==> config.mk <==
export PLATFORM = sky130hd
export DESIGN_NAME = dia_channel
export DESIGN_NICKNAME = d
export VERILOG_FILES = /design/src/common/dia_pkg.sv /design/src/logic/dia_channel.sv
export SDC_FILE = /design/constraint.sdc
export NUM_CORES = 1
export LEC_CHECK = 0
export BUFFER_PORTS_ARGS = -buffer_cell sky130_fd_sc_hd__buf_2
export CAP_MARGIN = 20
export CORE_MARGIN = 2
export CORE_UTILIZATION = 41
export CTS_CLUSTER_SIZE = 16
export DETAILED_ROUTE_END_ITERATION = 8
export PLACE_DENSITY = 0.72
export SLEW_MARGIN = 20
export SYNTH_ARGS = -nofsm -noshare
export SYNTH_HDL_FRONTEND = slang
export SYNTH_SLANG_ARGS = --single-unit
==> constraint.sdc <==
create_clock -name sys_clk_in -period 1.7 [get_ports sys_clk_in]
set_clock_uncertainty 0.05 [all_clocks]
set_input_delay 0.34 -clock sys_clk_in [delete_from_list [all_inputs] [get_ports sys_clk_in]]
set_output_delay 0.34 -clock sys_clk_in [all_outputs]
set_load 0.02 [all_outputs]
==> src/common/dia_pkg.sv <==
/*
 * constants, enumerations and carrier structs of the digital input alarm channel.
 * assumes a 32-bit avalon-mm slave port with byte addresses, one word per register.
 */
package dia_pkg;

	// ----------------------------------------------------------------
	// bus geometry and register map
	// ----------------------------------------------------------------
	localparam int         DIA_AW           = 5;     // byte address width
	localparam int         DIA_DW           = 32;    // data width
	localparam int         DIA_BE           = 4;     // byte enables
	localparam logic [4:0] DIA_OFF_CTRL     = 5'h00; // channel configuration
	localparam logic [4:0] DIA_OFF_STAT     = 5'h04; // live channel state
	localparam logic [4:0] DIA_OFF_CLR      = 5'h08; // clear commands
	localparam logic [4:0] DIA_OFF_IRQ_STAT = 5'h0c; // sticky events
	localparam logic [4:0] DIA_OFF_IRQ_MASK = 5'h10; // event enables
	localparam int         DIA_CLR_ALARM    = 0;     // manual alarm clear bit
	localparam int         DIA_CLR_LATCH    = 1;     // latched flag clear bit
	localparam logic [2:0] DIA_SEV_CRIT     = 3'h2;  // critical severity code

	typedef logic [DIA_DW-1:0] dia_word_t;           // one bus word

	// ----------------------------------------------------------------
	// modes
	// ----------------------------------------------------------------
	typedef enum logic [1:0] {
		DIA_TRIG_OFF   = 2'h0, // no alarm
		DIA_TRIG_INACT = 2'h1, // alarm on going inactive
		DIA_TRIG_ACT   = 2'h2  // alarm on going active
	} dia_trig_e;

	typedef enum logic [1:0] {
		DIA_LATCH_NONE = 2'h0, // nothing captured
		DIA_LATCH_RISE = 2'h1, // capture inactive to active
		DIA_LATCH_FALL = 2'h2  // capture active to inactive
	} dia_latch_e;

	// ----------------------------------------------------------------
	// register layouts, lsb last
	// ----------------------------------------------------------------
	typedef struct packed {
		logic       out_mode;   // 1 = drive the line, 0 = input mode
		logic       trap_en;    // trap notification enable
		logic       log_en;     // log notification enable
		logic       email_en;   // email notification enable
		logic       manual_clr; // manual clear mode
		logic       auto_clr;   // automatic clear mode
		dia_trig_e  trig;       // alarm trigger setting
		dia_latch_e latch;      // latch setting
		logic       invert;     // invert reported level
	} dia_ctrl_s;

	typedef struct packed {
		logic alarm;   // alarm raised
		logic latched; // transition captured
		logic level;   // reported level after inversion
		logic raw;     // synchronised line
	} dia_stat_s;

	typedef struct packed {
		logic latch_ev; // transition captured
		logic clear_ev; // alarm cleared
		logic raise_ev; // alarm raised
	} dia_irq_s;

	typedef struct packed {
		logic       email;    // email event pulse
		logic       log;      // log event pulse
		logic       trap;     // trap event pulse
		logic       raised;   // 1 = raised, 0 = cleared
		logic       value;    // level that caused the event
		logic [2:0] severity; // severity code
	} dia_ntf_s;

	localparam dia_ctrl_s DIA_CTRL_RST = '{trig: DIA_TRIG_OFF, latch: DIA_LATCH_NONE,
		auto_clr: 1'b1, default: 1'b0};

endpackage : dia_pkg

==> src/logic/dia_channel.sv <==
/*
 * one digital input channel: synchroniser, inversion, latch, alarm with
 * automatic or manual clear, notification events, avalon-mm registers, irq.
 * assumes the line is asynchronous to sys_clk_in and ce_in, the bus and the
 * notification sink are on sys_clk_in.
 */
// Chosen here: the placing of the registers and the Avalon-MM register port.
`timescale 1ns/1ns
module dia_channel
	import dia_pkg::*;
(
	input  wire logic             sys_clk_in,          // 10 mhz clock
	input  wire logic             resetn_in,           // async reset, low
	input  wire logic             ce_in,               // clock enable
	input  wire logic [DIA_AW-1:0] avs_address_in,     // byte address
	input  wire logic             avs_read_in,         // read request
	input  wire logic             avs_write_in,        // write request
	input  wire logic [DIA_DW-1:0] avs_writedata_in,   // write data
	input  wire logic [DIA_BE-1:0] avs_byteenable_in,  // byte lanes
	output logic      [DIA_DW-1:0] avs_readdata_out,   // read data
	output logic                  avs_waitrequest_out, // stall
	input  wire logic             line_in,             // input line
	output logic                  line_out,            // line drive level
	output logic                  line_oe_out,         // line drive enable
	output dia_ntf_s              ntf_out,             // notification events
	output logic                  irq_out              // level interrupt
);

	// ----------------------------------------------------------------
	// state
	// ----------------------------------------------------------------
	typedef struct packed {
		logic      sync1;   // first synchroniser stage
		logic      sync2;   // second synchroniser stage
		logic      lvl;     // previous reported level
		dia_ctrl_s ctrl;    // configuration
		logic      alarm;   // alarm raised
		logic      latched; // captured transition
		dia_irq_s  ists;    // sticky events
		dia_irq_s  imask;   // event mask
		logic      irq;     // interrupt output
		logic      wait_q;  // waitrequest
		dia_word_t rdata;   // read data
		dia_ntf_s  ntf;     // notification output
		logic      oe;      // line drive enable
		logic      drv;     // line drive level
	} dia_state_s;

	localparam dia_state_s ST_RST = '{ctrl: DIA_CTRL_RST, ists: '0, imask: '0,
		ntf: '0, rdata: '0, wait_q: 1'b1, default: 1'b0};

	dia_state_s s_q;      // registered state
	dia_state_s s_d;      // next state
	logic       lvl_now;  // reported level this cycle
	logic       rise;     // inactive to active
	logic       fall;     // active to inactive
	logic       hit;      // trigger condition met
	logic       back;     // non-triggering condition
	logic       raise_ev; // alarm raised now
	logic       clear_ev; // alarm cleared now
	logic       cap;      // latch captures now
	logic       req;      // bus request present
	logic       take;     // request accepted, data staged
	logic       done;     // request completes
	logic       wr_do;    // write takes effect
	logic       clr_alm;  // manual clear request
	logic       clr_lat;  // latch clear request
	dia_ctrl_s  ctrl_w;   // ctrl after write
	dia_stat_s  stat;     // live status word

	// ----------------------------------------------------------------
	// helpers
	// ----------------------------------------------------------------
	// merge write data into an old word by byte lanes
	function automatic dia_word_t lane_merge(dia_word_t old_w, dia_word_t new_w,
		logic [DIA_BE-1:0] be);
		dia_word_t res;
		res = old_w;
		for (int i = 0; i < DIA_BE; i++)
		begin
			if (be[i])
			begin
				res[i*8 +: 8] = new_w[i*8 +: 8];
			end
		end
		return res;
	endfunction : lane_merge

	// ----------------------------------------------------------------
	// next state
	// ----------------------------------------------------------------
	// one process computes every next value; ce_in low keeps all state
	always_comb
	begin
		s_d      = s_q;
		lvl_now  = s_q.sync2 ^ s_q.ctrl.invert;
		rise     = lvl_now & ~s_q.lvl;
		fall     = ~lvl_now & s_q.lvl;
		req      = avs_read_in | avs_write_in;
		take     = req & s_q.wait_q;
		done     = req & ~s_q.wait_q;
		wr_do    = avs_write_in & done;
		clr_alm  = wr_do & (avs_address_in == DIA_OFF_CLR) & avs_byteenable_in[0]
			& avs_writedata_in[DIA_CLR_ALARM];
		clr_lat  = wr_do & (avs_address_in == DIA_OFF_CLR) & avs_byteenable_in[0]
			& avs_writedata_in[DIA_CLR_LATCH];
		// trigger and return conditions per setting
		case (s_q.ctrl.trig)
			DIA_TRIG_INACT:
			begin
				hit  = fall;
				back = lvl_now;
			end
			DIA_TRIG_ACT:
			begin
				hit  = rise;
				back = ~lvl_now;
			end
			default:
			begin
				hit  = 1'b0;
				back = 1'b1;
			end
		endcase
		raise_ev = ~s_q.alarm & hit;
		// auto clear follows the line, manual waits for software
		clear_ev = s_q.alarm & ((s_q.ctrl.auto_clr & back)
			| (s_q.ctrl.manual_clr & clr_alm));
		cap      = ((s_q.ctrl.latch == DIA_LATCH_RISE) & rise)
			| ((s_q.ctrl.latch == DIA_LATCH_FALL) & fall);
		stat     = '{alarm: s_q.alarm, latched: s_q.latched, level: lvl_now, raw: s_q.sync2};
		ctrl_w   = dia_ctrl_s'(lane_merge(dia_word_t'(s_q.ctrl), avs_writedata_in,
			avs_byteenable_in));
		if (ce_in)
		begin
			// first stage feeds only the second stage
			s_d.sync1   = line_in;
			s_d.sync2   = s_q.sync1;
			s_d.lvl     = lvl_now;
			// alarm state
			if (raise_ev)
			begin
				s_d.alarm = 1'b1;
			end
			else if (clear_ev)
			begin
				s_d.alarm = 1'b0;
			end
			// latch: capture beats a clear in the same cycle
			s_d.latched = cap | (s_q.latched & ~clr_lat);
			// notification pulses
			s_d.ntf.email    = s_q.ctrl.email_en & (raise_ev | clear_ev);
			s_d.ntf.log      = s_q.ctrl.log_en & (raise_ev | clear_ev);
			s_d.ntf.trap     = s_q.ctrl.trap_en & (raise_ev | clear_ev);
			s_d.ntf.raised   = raise_ev;
			s_d.ntf.value    = lvl_now;
			s_d.ntf.severity = DIA_SEV_CRIT;
			// register writes
			if (wr_do && avs_address_in == DIA_OFF_CTRL)
			begin
				s_d.ctrl          = ctrl_w;
				s_d.ctrl.auto_clr = ~ctrl_w.manual_clr;
			end
			if (wr_do && avs_address_in == DIA_OFF_IRQ_MASK)
			begin
				s_d.imask = dia_irq_s'(lane_merge(dia_word_t'(s_q.imask),
					avs_writedata_in, avs_byteenable_in));
			end
			// sticky events: a new event wins over the write-one clear
			s_d.ists = s_q.ists;
			if (wr_do && avs_address_in == DIA_OFF_IRQ_STAT)
			begin
				s_d.ists = s_q.ists & ~dia_irq_s'(lane_merge('0, avs_writedata_in,
					avs_byteenable_in));
			end
			s_d.ists = s_d.ists | dia_irq_s'{latch_ev: cap, clear_ev: clear_ev, raise_ev: raise_ev};
			s_d.irq  = |(s_d.ists & s_d.imask);
			// handshake: one wait cycle, data staged at the taking edge
			if (take)
			begin
				s_d.wait_q = 1'b0;
				case (avs_address_in)
					DIA_OFF_CTRL:     s_d.rdata = dia_word_t'(s_q.ctrl);  // configuration
					DIA_OFF_STAT:     s_d.rdata = dia_word_t'(stat);      // live state
					DIA_OFF_IRQ_STAT: s_d.rdata = dia_word_t'(s_q.ists);  // sticky events
					DIA_OFF_IRQ_MASK: s_d.rdata = dia_word_t'(s_q.imask); // event enables
					default:          s_d.rdata = '0;                     // clear and unmapped read 0
				endcase
			end
			else if (done)
			begin
				s_d.wait_q = 1'b1;
			end
			// drive only in output mode; level fixed low
			s_d.oe  = s_q.ctrl.out_mode;
			s_d.drv = 1'b0;
		end
	end

	// ----------------------------------------------------------------
	// state register
	// ----------------------------------------------------------------
	// reset loads constants only
	always_ff @(posedge sys_clk_in or negedge resetn_in)
	begin
		if (!resetn_in)
		begin
			s_q <= ST_RST;
		end
		else
		begin
			s_q <= s_d;
		end
	end

	// ----------------------------------------------------------------
	// outputs
	// ----------------------------------------------------------------
	assign avs_readdata_out    = s_q.rdata;
	assign avs_waitrequest_out = s_q.wait_q;
	assign line_out            = s_q.drv;
	assign line_oe_out         = s_q.oe;
	assign ntf_out             = s_q.ntf;
	assign irq_out             = s_q.irq;
endmodule : dia_channel

==> summary by stage <==
Run status
The run finished, with violations left. The final reports fail on negative setup slack.

Clock network
The CTS tree is done. The clock tree buffer depth is 2. The CTS buffer count is 5. The H-tree depth is 2. After clock tree synthesis, the flow added hold-fix buffers numbering 0.

The clock tree root buffer cell is sky130_fd_sc_hd__clkbuf_8. The clock transition at the register clock pins on the worst setup and hold paths after CTS is 0.08 ns. Clock latency on the worst-skew pair, taken at its later pin, is 0.30 ns.

The number of sinks on the clock net is 41.

Cells and area
The final standard cell utilization of the core is 51.7%. The repair_antennas step left the layout with diodes totalling 0. The share of post-route cells with drive strength above 1 is 39.9%. The fill cell instance count of the final layout is 499. The finished layout cell area is 2800 um^2. In the final design database the tool counted 316 nets.

Compared with the post-synthesis result, the final layout area differs by 23.8%.

Timing
In the post-route analysis, the smallest setup slack over all paths is -0.0499 ns. The share of the clock period used by the worst path is 103%. The count of final hold-check violations is 0. Setup violations remaining at the end of the flow were counted as 1. Measured against its own limit, the worst slew margin works out to 66.2%. The clock period minus worst slack is 1.75 ns. The number of max-slew violations in the final report is 0. Adding up every negative setup slack in the final design gives -0.0499 ns. Setup repair after global routing could not meet its margin everywhere. The highest attainable clock frequency is 571 MHz. The pin slew with the least headroom to its limit is 0.507 ns.

Yosys
For this run, the leading register cell type out of synthesis is sky130_fd_sc_hd__dfrtp_1. The Yosys step of the flow raised 0 warnings. The mean instance size in the synthesized netlist is 10.8 um^2. Ranked by instance count, the synthesized netlist is headed by sky130_fd_sc_hd__buf_4 (41), sky130_fd_sc_hd__dfrtp_1 (39), sky130_fd_sc_hd__nand2_1 (17), sky130_fd_sc_hd__mux2_1 (14). Counting every instance in the synthesized netlist gives 209. The fraction of synthesized cell area taken by the top area cell type is 43.2%.

After synthesis the netlist holds a flip-flop and latch count of 41. The distinct cell type count of the synthesized netlist is 48. The sequential cell area fraction in the yosys report is 45.5%. After synthesis, the cell types taking the most area are sky130_fd_sc_hd__dfrtp_1 (43%), sky130_fd_sc_hd__buf_4 (14%), sky130_fd_sc_hd__mux2_1 (7.0%), sky130_fd_sc_hd__a22o_1 (3.9%), sky130_fd_sc_hd__nand2_1 (2.8%). The most frequently used cell type in the post-synthesis netlist is sky130_fd_sc_hd__buf_4. The cell area that synthesis handed to floorplanning was 2260 um^2. The async set-reset flop share out of synthesis is 100%.

The number of enable flip-flop cells after synthesis is 0. The biggest area contributor in the post-synthesis netlist is sky130_fd_sc_hd__dfrtp_1.

Floorplan
In this run the count of I/O pins placed on the die edge is 91. The die covers 6120 um^2. The number of rows created at floorplan is 27.

Measured along the x axis, the die boundary spans 78.2 um. The y dimension of the die is 78.2 um. The floorplan step defined a core boundary enclosing 5410 um^2.

The initial utilization of the core area, before any placement, comes to 41.8%.

Drt
The number of vias in the routed layout is 1678. For this block, the initial DRC count from the detailed router was 70. The detail route stage leaves a number of antenna-violating nets equal to 0. The detailed-routing iteration count for the pre-antenna-repair pass is 4. The residual DRC count is 0.

After detailed routing, the average wire length per cell comes to 14.0 um. After detailed routing, the number of vias per cell comes to 4.94. For this block, the routed nets add up to 4770 um of wire.

Placed design
The last weighted congestion value of the routability-driven placer is 0.863. The number of input and output port buffers inserted is 42. The wire-length estimate of the detail-placed layout is 3620 um.

The total placed instance area is 2560 um^2.

Power and ir drop
The power density of the placed cells is 897 nW/um^2. The static leakage is 1.42 nW. The worst-case vdd ir drop is 0.000360 V.

Global route
Entering global routing, the biggest net connects 42 pins. The overall global routing resource usage is 16.2%. The number of global-route vias before repair is 1593. The number of antenna violations at the first check in global routing is 0.

The first global-routing pass estimated 7670 um of wire. Global routing finished with a remaining overflow of 0.

Hold path
The worst hold path belongs to the class input pin to asynchronous set/reset pin.

Job
The max-capacitance violation count is 0.

Critical path
The critical path class is register to register. STA classifies the critical path startpoint as a register. STA puts the critical path data required time at 1.82 ns. For the worst setup path, the data arrival time is 1.87 ns. The worst setup path is captured at a register. Of all nets on the critical path, the largest fanout is 4.

The setup check on the worst reg-to-reg path leaves a slack of -0.05 ns.
-- cell usage in the layout, fill, tap and decap left out, types with 2 or more instances in the layout --
master | Yosys | routed
sky130_fd_sc_hd__clkbuf_8 | 0 | 6
sky130_fd_sc_hd__buf_2 | 2 | 40
sky130_fd_sc_hd__mux2_1 | 14 | 11
sky130_fd_sc_hd__o21ai_1 | 2 | 2
sky130_fd_sc_hd__dfstp_2 | 2 | 2
sky130_fd_sc_hd__o21ai_0 | 7 | 7
sky130_fd_sc_hd__and4b_1 | 2 | 2
sky130_fd_sc_hd__nor2_1 | 5 | 5
sky130_fd_sc_hd__conb_1 | 1 | 24
sky130_fd_sc_hd__a211oi_2 | 0 | 2
sky130_fd_sc_hd__mux2i_1 | 4 | 4
sky130_fd_sc_hd__nor2b_1 | 2 | 2
sky130_fd_sc_hd__a22o_1 | 10 | 10
sky130_fd_sc_hd__nand4_1 | 2 | 2
sky130_fd_sc_hd__mux2_2 | 4 | 4
sky130_fd_sc_hd__nor4b_2 | 1 | 2
sky130_fd_sc_hd__a22oi_1 | 3 | 3
sky130_fd_sc_hd__nand3_1 | 10 | 10
sky130_fd_sc_hd__inv_1 | 4 | 4
sky130_fd_sc_hd__buf_6 | 0 | 4
sky130_fd_sc_hd__nand2_1 | 17 | 16
sky130_fd_sc_hd__a21oi_1 | 4 | 4
sky130_fd_sc_hd__mux2_4 | 0 | 3
sky130_fd_sc_hd__buf_4 | 41 | 30
sky130_fd_sc_hd__dfrtp_1 | 39 | 38
-- what timing repair did --
| item | CTS | global route |
|---|---|---|
| pin swaps | 4 | 2 |
| setup endpoints to repair | 10 | 14 |
| setup buffers | 0 | 2 |
| resized for setup | 11 | 8 |
| hold endpoints to repair | 0 | 0 |
-- routing by layer --
metal  up-vias  routed length, um  GRT usage, %
met5         -                  0             0
met4         0                 53          4.74
met3         6                246          3.79
met2        61               2230          25.2
met1       810               2240          22.7
li1        801                  -             -
-- path summary, 6_finish.rpt --
path	cells after the start	from	endpoint
max in group asynchronous	2	resetn_in	s_q[64]$_DFFE_PN0P_
min in group sys_clk_in	2	avs_writedata_in[4]	s_q[56]$_DFFE_PN0P_
min	2	resetn_in	avs_readdata_out[8]$_DFFE_PN0P_
min reg2reg	1	ntf_out[1]$_DFFE_PN0P_	ntf_out[1]$_DFFE_PN0P_
max reg2reg	6	avs_waitrequest_out$_DFFE_PN1P_	irq_out$_DFFE_PN0P_
max	6	avs_waitrequest_out$_DFFE_PN1P_	irq_out$_DFFE_PN0P_
-- power by group --
| group | switching [mW] | internal (mW) | total, mW |
|---|---|---|---|
| registers | 0.0841 | 1.07 | 1.16 |
| logic | 0.282 | 0.245 | 0.527 |
| clock network | 0.347 | 0.478 | 0.824 |
-- stage by stage --
stage	total power [mW]	setup WS, ns	instances	hold WS [ns]
final	2.51	-0.0499	340	0.0397
after global routing	2.63	-0.134	340	0.0665
after CTS	2.51	-0.0359	338	0.0524
after detailed placement	1.64	-0.360	330	0.383
after global placement	1.63	-0.360	330	0.376
after floorplan	1.46	-0.233	232	-0.00559
-- flip-flops by register name, indices dropped and copies added (netlist names) --
register,count
irq_out,1
ntf_out,6
avs_waitrequest_out,1
avs_readdata_out,11
line_oe_out,1
s_q,21
-- cell families after synthesis --
group	count (synthesis)	share of synthesized area [%]
flops	41	45.5
buf+inv	51	15.4
other cells	1	0.166
compound gates	37	11.6
fa+ha+maj	2	1.11
mux	22	10.7
xor+xnor	2	0.776
simple gates	53	14.6
-- layout make-up --
cell class                 count  area [um^2]  share of cell area (%)
sequential                    41         1030                    36.8
inverter                       4         15.0                   0.537
clock buffer                   6         82.6                    2.95
tap                           72         90.1                    3.22
clock inverter                 2         37.5                    1.34
multi-input combinational    140         1050                    37.6
timing repair buffer          75          490                    17.5
-- worst max-delay path, stage by stage (launching register included) --
cell and delay, ns:
sky130_fd_sc_hd__dfstp_2 0.38, sky130_fd_sc_hd__nand3b_1 0.20, sky130_fd_sc_hd__nor4b_4 0.24, sky130_fd_sc_hd__buf_4 0.18
sky130_fd_sc_hd__mux2i_1 0.20, sky130_fd_sc_hd__o22ai_1 0.11, sky130_fd_sc_hd__a211o_1 0.27
Note: power is estimated with default switching activity, not from simulation.
